===== config.mk =====
export PLATFORM = sky130hd
export DESIGN_NAME = reset_cause_flags
export DESIGN_NICKNAME = d
export VERILOG_FILES = /design/src/rtl/rst_cause_pkg.sv /design/src/rtl/reset_cause_pulse.sv /design/src/rtl/reset_cause_flags.sv
export SDC_FILE = /design/constraint.sdc
export NUM_CORES = 1
export LEC_CHECK = 0
export BUFFER_PORTS_ARGS = -buffer_cell sky130_fd_sc_hd__buf_2
export CAP_MARGIN = 10
export CORE_ASPECT_RATIO = 0.7
export CORE_MARGIN = 5
export CORE_UTILIZATION = 45
export DETAILED_ROUTE_END_ITERATION = 12
export PLACE_DENSITY = 0.76
export SLEW_MARGIN = 20
export SYNTH_ARGS = -nofsm -noshare
export SYNTH_HDL_FRONTEND = slang
export SYNTH_SLANG_ARGS = --single-unit

===== constraint.sdc =====
create_clock -name core_clk -period 1.07 [get_ports core_clk]
set_input_delay 0.0535 -clock core_clk [delete_from_list [all_inputs] [get_ports core_clk]]
set_output_delay 0.0535 -clock core_clk [all_outputs]
set_load 0.01 [all_outputs]

===== src/rtl/rst_cause_pkg.sv =====
// shared constants and carriers for the reset cause flag block
package rst_cause_pkg;
  localparam int          FLAG_COUNT      = 8;
  localparam int          BROWN_OUT_BIT   = 0;
  localparam int          POR_BIT         = 1;
  localparam logic [7:0]  FLAGS_POR_VALUE = 8'h03;
  localparam logic [7:0]  FLAGS_CLEAR     = 8'h00;

  typedef struct packed {
    logic                  en;
    logic [FLAG_COUNT-1:0] mask;
    logic [FLAG_COUNT-1:0] data;
  } flag_write_t;

  typedef struct packed {
    logic [FLAG_COUNT-1:0] prev_req;
    logic [FLAG_COUNT-1:0] hit;
    logic                  reset_req;
  } pulse_state_t;

  typedef struct packed {
    logic [FLAG_COUNT-1:0] flags;
    logic                  settled;
  } cause_state_t;
endpackage : rst_cause_pkg


===== src/rtl/reset_cause_pulse.sv =====
// edge capture of reset cause requests and the core reset request
`timescale 1ns/1ns
`default_nettype none
module reset_cause_pulse (
  // clock and power-on reset
  input  wire logic                                core_clk,
  input  wire logic                                rst_n,
  // cause requests, held level or pulse
  input  wire logic [rst_cause_pkg::FLAG_COUNT-1:0] cause_req,
  // captured causes
  output logic      [rst_cause_pkg::FLAG_COUNT-1:0] cause_hit,
  output logic                                      core_reset_req
);
  rst_cause_pkg::pulse_state_t state;
  rst_cause_pkg::pulse_state_t next_state;
  logic [rst_cause_pkg::FLAG_COUNT-1:0] rise;

  // a held request counts once, so a long reset pulse sets its flag once
  always_comb begin
    rise                 = cause_req & ~state.prev_req;
    next_state           = state;
    next_state.prev_req  = cause_req;
    next_state.hit       = rise;
    next_state.reset_req = |rise;
  end

  always_ff @(posedge core_clk or negedge rst_n) begin
    if (!rst_n) begin
      state <= '0;
    end else begin
      state <= next_state;
    end
  end

  assign cause_hit      = state.hit;
  assign core_reset_req = state.reset_req;

  // reset request only ever comes from a cause request edge
  req_from_cause_a: assert property (@(posedge core_clk) disable iff (!rst_n)
    core_reset_req |-> ($past(cause_req) & ~$past(state.prev_req)) != '0)
    else $error("core reset request without a cause edge");

  hit_one_cycle_a: assert property (@(posedge core_clk) disable iff (!rst_n)
    (cause_req & state.prev_req) != '0
    |=> (cause_hit & $past(cause_req & state.prev_req)) == '0)
    else $error("held cause captured twice");

endmodule : reset_cause_pulse
`default_nettype wire


===== src/rtl/reset_cause_flags.sv =====
// reset cause status flags with software read and write port
//
// Operation
// - every reset cause sets its own flag
// - power-on clears all, sets power-on, brown-out
// - software may write any flag either way
// - software setting a flag never requests reset
`timescale 1ns/1ns
`default_nettype none
module reset_cause_flags (
  // clock and power-on reset
  input  wire logic                                 core_clk,
  input  wire logic                                 rst_n,
  // reset cause requests from watchdog, traps, brown-out and the rest
  input  wire logic [rst_cause_pkg::FLAG_COUNT-1:0] cause_req,
  // software write port
  input  wire rst_cause_pkg::flag_write_t           sw_write,
  // status and reset request
  output logic      [rst_cause_pkg::FLAG_COUNT-1:0] reset_cause_register,
  output logic                                      brown_out_reset_flag,
  output logic                                      core_reset_req
);
  rst_cause_pkg::cause_state_t state;
  rst_cause_pkg::cause_state_t next_state;
  logic [rst_cause_pkg::FLAG_COUNT-1:0] cause_hit;
  logic [rst_cause_pkg::FLAG_COUNT-1:0] wr_mask;

  // the core reset request is derived from cause requests only
  reset_cause_pulse u_pulse (
    .core_clk       (core_clk),
    .rst_n          (rst_n),
    .cause_req      (cause_req),
    .cause_hit      (cause_hit),
    .core_reset_req (core_reset_req)
  );

  function automatic logic [rst_cause_pkg::FLAG_COUNT-1:0] apply_write(
    input logic [rst_cause_pkg::FLAG_COUNT-1:0] cur,
    input logic [rst_cause_pkg::FLAG_COUNT-1:0] mask,
    input logic [rst_cause_pkg::FLAG_COUNT-1:0] data
  );
    apply_write = (cur & ~mask) | (data & mask);
  endfunction : apply_write

  always_comb begin
    wr_mask            = sw_write.en ? sw_write.mask : rst_cause_pkg::FLAGS_CLEAR;
    next_state         = state;
    next_state.settled = 1'b1;
    // software write first, held until changed again
    next_state.flags   = apply_write(state.flags, wr_mask, sw_write.data);
    // a cause arriving with a clear still sets its flag; others untouched
    next_state.flags   = next_state.flags | cause_hit;
  end

  // power-on and a software write of zero are the only events that clear flags
  always_ff @(posedge core_clk or negedge rst_n) begin
    if (!rst_n) begin
      state.flags   <= rst_cause_pkg::FLAGS_POR_VALUE;
      state.settled <= 1'b0;
    end else begin
      state <= next_state;
    end
  end

  // software is expected to clear flags after reading; nothing here enforces it
  assign reset_cause_register = state.flags;
  assign brown_out_reset_flag = state.flags[rst_cause_pkg::BROWN_OUT_BIT];

  por_value_a: assert property (@(posedge core_clk) disable iff (!rst_n)
    !state.settled |-> reset_cause_register == rst_cause_pkg::FLAGS_POR_VALUE)
    else $error("flags after power-on not at power-on value");

  cause_sets_a: assert property (@(posedge core_clk) disable iff (!rst_n)
    cause_hit != '0 |=> (reset_cause_register & $past(cause_hit)) == $past(cause_hit))
    else $error("reset cause did not set its flag");

  set_wins_a: assert property (@(posedge core_clk) disable iff (!rst_n)
    (cause_hit & wr_mask & ~sw_write.data) != '0
    |=> (reset_cause_register & $past(cause_hit)) == $past(cause_hit))
    else $error("software clear beat a reset cause");

  sw_write_a: assert property (@(posedge core_clk) disable iff (!rst_n)
    sw_write.en |=> ((reset_cause_register ^ $past(sw_write.data))
                     & $past(sw_write.mask) & ~$past(cause_hit)) == '0)
    else $error("software write not taken");

  write_holds_a: assert property (@(posedge core_clk) disable iff (!rst_n)
    (sw_write.en && cause_hit == '0) ##1 (!sw_write.en && cause_hit == '0) [*3]
    |-> $stable(reset_cause_register))
    else $error("written flags did not hold");

  other_keep_a: assert property (@(posedge core_clk) disable iff (!rst_n)
    !sw_write.en |=> (reset_cause_register & ~$past(cause_hit))
                     == ($past(reset_cause_register) & ~$past(cause_hit)))
    else $error("cause disturbed other flags");

  sw_no_reset_a: assert property (@(posedge core_clk) disable iff (!rst_n)
    (sw_write.en && cause_req == '0) ##1 (cause_req == '0) |=> !core_reset_req)
    else $error("software write produced reset request");

  brown_out_set_a: assert property (@(posedge core_clk) disable iff (!rst_n)
    cause_hit[rst_cause_pkg::BROWN_OUT_BIT] |=> brown_out_reset_flag)
    else $error("brown-out flag not set");

  brown_out_keep_a: assert property (@(posedge core_clk) disable iff (!rst_n)
    (brown_out_reset_flag && !(sw_write.en && sw_write.mask[rst_cause_pkg::BROWN_OUT_BIT]))
    |=> brown_out_reset_flag)
    else $error("brown-out flag lost without a write");

  por_bits_a: assert property (@(posedge core_clk) disable iff (!rst_n)
    !state.settled
    |-> brown_out_reset_flag && reset_cause_register[rst_cause_pkg::POR_BIT])
    else $error("power-on and brown-out flags not both set");

  // a flag changes only through a cause or a software write
  idle_hold_a: assert property (@(posedge core_clk) disable iff (!rst_n)
    (!sw_write.en && cause_hit == '0)
    |=> $stable(reset_cause_register))
    else $error("flags moved with no cause and no write");

  no_self_clear_a: assert property (@(posedge core_clk) disable iff (!rst_n)
    !sw_write.en
    |=> (reset_cause_register & $past(reset_cause_register)) == $past(reset_cause_register))
    else $error("flag cleared without a software write");

  cause_keeps_a: assert property (@(posedge core_clk) disable iff (!rst_n)
    (cause_hit != '0 && !sw_write.en)
    |=> (reset_cause_register & $past(reset_cause_register)) == $past(reset_cause_register))
    else $error("a cause cleared another flag");

  mask_only_a: assert property (@(posedge core_clk) disable iff (!rst_n)
    sw_write.en |=> ((reset_cause_register ^ $past(reset_cause_register))
                     & ~$past(wr_mask) & ~$past(cause_hit)) == '0)
    else $error("write touched an unselected flag");

  write_set_a: assert property (@(posedge core_clk) disable iff (!rst_n)
    sw_write.en
    |=> (~reset_cause_register & $past(sw_write.mask & sw_write.data)) == '0)
    else $error("written one did not land");

  write_clear_a: assert property (@(posedge core_clk) disable iff (!rst_n)
    sw_write.en
    |=> (reset_cause_register & $past(sw_write.mask & ~sw_write.data & ~cause_hit)) == '0)
    else $error("written zero did not land");

  full_write_a: assert property (@(posedge core_clk) disable iff (!rst_n)
    (sw_write.en && sw_write.mask == 8'hFF && cause_hit == '0)
    |=> reset_cause_register == $past(sw_write.data))
    else $error("full write not held as written");

  // the reset request travels with a captured cause, never with a write
  req_hit_pair_a: assert property (@(posedge core_clk) disable iff (!rst_n)
    core_reset_req == (cause_hit != '0))
    else $error("reset request apart from a captured cause");

  set_no_reset_a: assert property (@(posedge core_clk) disable iff (!rst_n)
    (sw_write.en && (sw_write.mask & sw_write.data) != '0 && cause_req == '0)
    |=> !core_reset_req)
    else $error("software set produced reset request");

  quiet_no_req_a: assert property (@(posedge core_clk) disable iff (!rst_n)
    cause_req == '0
    |=> !core_reset_req)
    else $error("reset request with no cause request");

  hit_needs_req_a: assert property (@(posedge core_clk) disable iff (!rst_n)
    cause_hit != '0
    |-> (cause_hit & ~$past(cause_req)) == '0)
    else $error("cause captured that was never requested");

  settled_stays_a: assert property (@(posedge core_clk) disable iff (!rst_n)
    state.settled
    |=> state.settled)
    else $error("power-on state came back without reset");

  // per bit, so a fault in one flag names its own position
  for (genvar i = 0; i < rst_cause_pkg::FLAG_COUNT; i++) begin : g_flag
    flag_rise_a: assert property (@(posedge core_clk) disable iff (!rst_n)
      $rose(reset_cause_register[i])
      |-> $past(cause_hit[i] || (sw_write.en && sw_write.mask[i] && sw_write.data[i])))
      else $error("flag rose without cause or write");

    flag_set_a: assert property (@(posedge core_clk) disable iff (!rst_n)
      cause_hit[i]
      |=> reset_cause_register[i])
      else $error("captured cause left its flag clear");

    flag_fall_a: assert property (@(posedge core_clk) disable iff (!rst_n)
      $fell(reset_cause_register[i])
      |-> $past(sw_write.en && sw_write.mask[i] && !sw_write.data[i] && !cause_hit[i]))
      else $error("flag fell without a clearing write");

    flag_hold_a: assert property (@(posedge core_clk) disable iff (!rst_n)
      (!sw_write.en && !cause_hit[i])
      |=> $stable(reset_cause_register[i]))
      else $error("untouched flag changed");
  end

  sw_clear_c: cover property (@(posedge core_clk) disable iff (!rst_n)
    sw_write.en && sw_write.mask == 8'hFF && sw_write.data == 8'h00 ##1
    reset_cause_register == 8'h00);

  accumulate_c: cover property (@(posedge core_clk) disable iff (!rst_n)
    cause_hit != '0 ##[1:20] cause_hit != '0 && (cause_hit & reset_cause_register) == '0);

  set_clear_race_c: cover property (@(posedge core_clk) disable iff (!rst_n)
    (cause_hit & wr_mask & ~sw_write.data) != '0);

  write_set_c: cover property (@(posedge core_clk) disable iff (!rst_n)
    sw_write.en && (sw_write.mask & sw_write.data) != '0 ##1 reset_cause_register == 8'hFF);

  power_on_c: cover property (@(posedge core_clk) disable iff (!rst_n)
    !state.settled ##1 state.settled);

endmodule : reset_cause_flags
`default_nettype wire


; ---- Word level (Yosys, flattened, before mapping)
; Index checks and enable logic that the tools add are counted.
; W data, S select, Z words.
[op_classes]
muxes = 1
bitwise = 7
n_reduce_logical = 1
[ops]
columns = operator, n
row1 = $and A8 B8 Y8, 3
row2 = $not A8 Y8, 2
row3 = $or A8 B8 Y8, 2
row4 = $mux W8, 1
row5 = $reduce_or A8 Y1, 1
[word_totals]
regBits = 25
output_inout_bits = 10

; ---- Logic depth before layout (Yosys ltp)
[depth]
ltp_word = 5
depth_mapped = 3
mapped_depth_nobuf = 3

; ---- Hierarchy
; From an unflattened synthesis, not the netlist that was laid out.
[hier_totals]
cells_unflattened = 62
area_unflattened_um2 = 950.9
[by_module_without_submodules]
columns = mod, n_inst, cells_each, area_each_um2, seq_area_each_um2
row1 = reset_cause_pulse, 1, 36, 581.8, 425.4
row2 = reset_cause_flags, 1, 26, 369.1, 202.7

; ---- Least setup slack after synthesis
; Ideal clock, no wire load.
[synth_path]
path_type = register to register
startpoint = register state (netlist bit reset_cause_register[5])
endpoint = register state (netlist bit reset_cause_register[5])
setup_ns = 0.126
t_arrival_ns = 0.793
required_time_ns = 0.944
setup_slack_ns = 0.150
stages_incl_launch_ff = 3
n_path_buf = 0
period_less_slack_ns = 0.920
cell_sequence = dfrtp_1 a21boi_2 a311o_1
[synth_lines]
columns = item, line
row1 = from (decl), reset_cause_flags.sv:23  ; rst_cause_pkg::cause_state_t state;
row2 = from (signal assigned), reset_cause_flags.sv:61  ; state <= next_state;

; ---- Worst setup path after layout
[layout_path]
startpoint = register state (netlist bit reset_cause_register[0])
endpoint = output port reset_cause_register[0] in the netlist's numbering
[layout_lines]
columns = item, line
row1 = to (decl), reset_cause_flags.sv:19  ; output logic [rst_cause_pkg::FLAG_COUNT-1:0] reset_cause_register,
; No word-level cell between the ends.

==> flow_metrics.py <==
metrics = {
    "global_routing": {
        "grt_pass1_wl_um": 2990,
        "grt_overflow": 0,
        "grt_max_degree": 26,
        "grt_pass1_vias": 674,
        "track_usage_pct": 13.9,
        "antenna_found_initial": 0,
    },
    "critical_path": {
        "max_stage_delay_ns": 0.55,
        "path_cells": "buf_2",
        "cp-end-kind": "output pin",
        "crit_buf_inv": 1,
        "start_kind": "register",
        "critPathMaxFanout": 3,
        "cp_top_family": "flip-flops",
        "required_ns": 1.02,
        "slowest_stage": "dfstp_2",
        "arrival_ns": 0.99,
        "critical_path_class": "register to output pin",
    },
    "synthesis": {
        "synth_cell_types": 10,
        "synth_top_area_share_pct": 66.9,
        "synth_top_area_cell": "dfrtp_1",
        "synth.most_common_cell": "dfrtp_1",
        "netlist_area_um2": 861,
        "synth.avg_cell_area_um2": 15.9,
        "syn_nets": 81,
        "dominantRegCellSynth": "dfrtp_1",
        "synth_commonest_cells": "23 x dfrtp_1, 8 x a311o_1, 8 x nor2b_1, 6 x a21boi_0",
        "ys_seq_area_share_pct": 73.0,
        "synth-seq-cells": 25,
        "ys_async_sr_fraction_pct": 100,
        "syn_inst": 54,
        "yosys_warnings": 0,
        "synth_edf_count": 0,
        "synth.area.top_cells": "dfrtp_1 67%, a311o_1 9.3%, dfstp_2 6.1%",
    },
    "clock_tree": {
        "cts_max_level": 1,
        "clk_pin_slew_ns": 0.12,
        "clock-sinks": 25,
        "post_cts_buffers": 0,
        "cts_root_buf": "clkbuf_4",
        "cts_tree": "yes",
        "clk_latency_ns": 0.32,
        "cts_buffer_depth": 2,
        "cts_buffers": 3,
    },
    "place": {
        "place_inst": 110,
        "place_congestion": 0.696,
        "port_buffers": 36,
        "dpl_cell_area_mm2": 0.00105,
        "post-dp-hpwl_um": 1210,
    },
    "routing": {
        "wl_per_cell_um": 13.2,
        "dr.pass1.iters": 2,
        "vias": 616,
        "wl_met3_um": 134,
        "drt-met1-wl_um": 765,
        "drt-total-wl_um": 1750,
        "wl_met2_um": 831,
        "drt_iter0_drc": 14,
        "routed_via_density": 4.63,
        "drc_errors": 0,
        "drtAntennaViolNets": 0,
        "routed.top_layer": "met4",
    },
    "sta": {
        "finalMaxSlewViolations": 0,
        "tns_ns": 0,
        "rsz0062_at_grt": "true",
        "setup_viol": 0,
        "worstMarginPinSlew_ns": 0.525,
        "fin_crit_sh_pct": 97.1,
        "fmax_mhz": 963,
        "hold_viol": 0,
        "maxSlewHeadroom_pct": 65.0,
        "post-route-min-period_ns": 1.04,
        "fin_skew_ns": 0.0121,
    },
    "worst_hold_path": {
        "hold_class": "input port to register",
    },
    "pwr": {
        "power_density_mw_per_mm2": 1360,
        "leakagePower_nw": 0.582,
        "ir_drop_mv": 1.24,
    },
    "cells_and_area": {
        "drive_above_1_share_pct": 40.5,
        "nets": 139,
        "multi_input_area_um2": 220,
        "nFillCells": 123,
        "seq_area_um2": 628,
        "final_area_mm2": 0.00128,
        "antenna_cells": 0,
        "final_cells": 133,
        "syn2layout_area_growth_pct": 48.3,
    },
    "floorplanning": {
        "fp-row-count": 13,
        "num_io_pins": 37,
        "die_width_um": 62.3,
        "die_y_um": 46.6,
        "fp.coreArea_mm2": 0.00184,
        "die_area_mm2": 0.00290,
        "start_util_pct": 46.8,
    },
    "outcome": {
        "status": "completed",
    },
    "flow_run": {
        "drv_cap": 0,
    },
}
[cell type report]
type                            count  share of cell area, %
Clock buffer                        3                   1.76
Clock inverter                      1                  0.588
Multi-Input combinational cell     27                   17.3
Sequential cell                    25                   49.2
Tap cell                           22                   2.16
Timing Repair Buffer               55                   29.0
[logic make-up (layout without fill, tap and decap cells)]
logic type,after synthesis,after routing,synth area share (%)
AOI/OAI and AO/OA,16,16,17.2
DFF,25,25,73.0
and+or+nand+nor,11,11,7.70
buffers and inverters,2,59,2.18
[repair_timing]
action | 4_1_cts | 5_1_grt
hold buffers | 18 | 1
hold endpoints to repair | 42 | 1
endpoints found under the setup margin | 0 | 3
gates resized for setup | 0 | 1
[cells in the final DEF (no fill, tap or decap), drive strengths merged, types with 2 or more instances in the layout]
cell / Yosys / layout
clkbuf: 0 / 3
dfstp: 2 / 2
nor4: 2 / 2
dlygate4sd3: 0 / 19
buf: 2 / 36
a21boi: 8 / 8
a311o: 8 / 8
dfrtp: 23 / 23
nor2b: 8 / 8
[metrics by stage]
| step | setup WS (ns) | total power [mW] | hold WS, ns | util [%] |
|---|---|---|---|---|
| after floorplan | 0.150 | 1.17 | -0.242 | - |
| after global placement | 0.194 | 1.28 | 0.0555 | 57.1 |
| after detailed placement | 0.159 | 1.29 | 0.0564 | 57.1 |
| after CTS | 0.0168 | 1.75 | 0.00209 | 68.6 |
| after global routing | -0.0293 | 1.84 | 0.000415 | 69.4 |
| final | 0.0311 | 1.74 | 0.00736 | 69.4 |
[registers in the layout, summed over array words and instances (netlist names)]
signal,cells
u_pulse.core_reset_req,1
reset_cause_register,8
u_pulse.state,8
u_pulse.cause_hit,8
[layer usage]
metal  track usage, %  up-vias
met5                0        -
met4             5.08        0
met3             6.34        5
met2             22.9       19
met1             16.3      279
li1                 -      313
[power by group]
part | internal [mW] | leakage, nW | switching [mW]
Sequential | 1.02 | 0.291 | 0.0233
Clock | 0.143 | 0.0139 | 0.272
Combinational | 0.161 | 0.277 | 0.121
Total | 1.32 | 0.582 | 0.416
[path summary, 6_finish.rpt]
kind / end / cells past startpoint / slack (ns) / from
min in group asynchronous: u_pulse.state[15]$_DFF_PN0_ / 2 / 0.24 / rst_n
setup / recovery: reset_cause_register[0] / 1 / 0.03 / reset_cause_register[0]$_DFF_PN1_
hold reg to reg: u_pulse.cause_hit[4]$_DFF_PN0_ / 1 / 0.42 / u_pulse.state[13]$_DFF_PN0_
max in group asynchronous: reset_cause_register[1]$_DFF_PN1_ / 2 / 0.45 / rst_n
hold / removal: reset_cause_register[5]$_DFF_PN0_ / 2 / 0.007 / sw_write[5]
setup reg to reg: reset_cause_register[0]$_DFF_PN1_ / 2 / 0.15 / reset_cause_register[0]$_DFF_PN1_
Note: power is estimated with default switching activity, not from simulation.
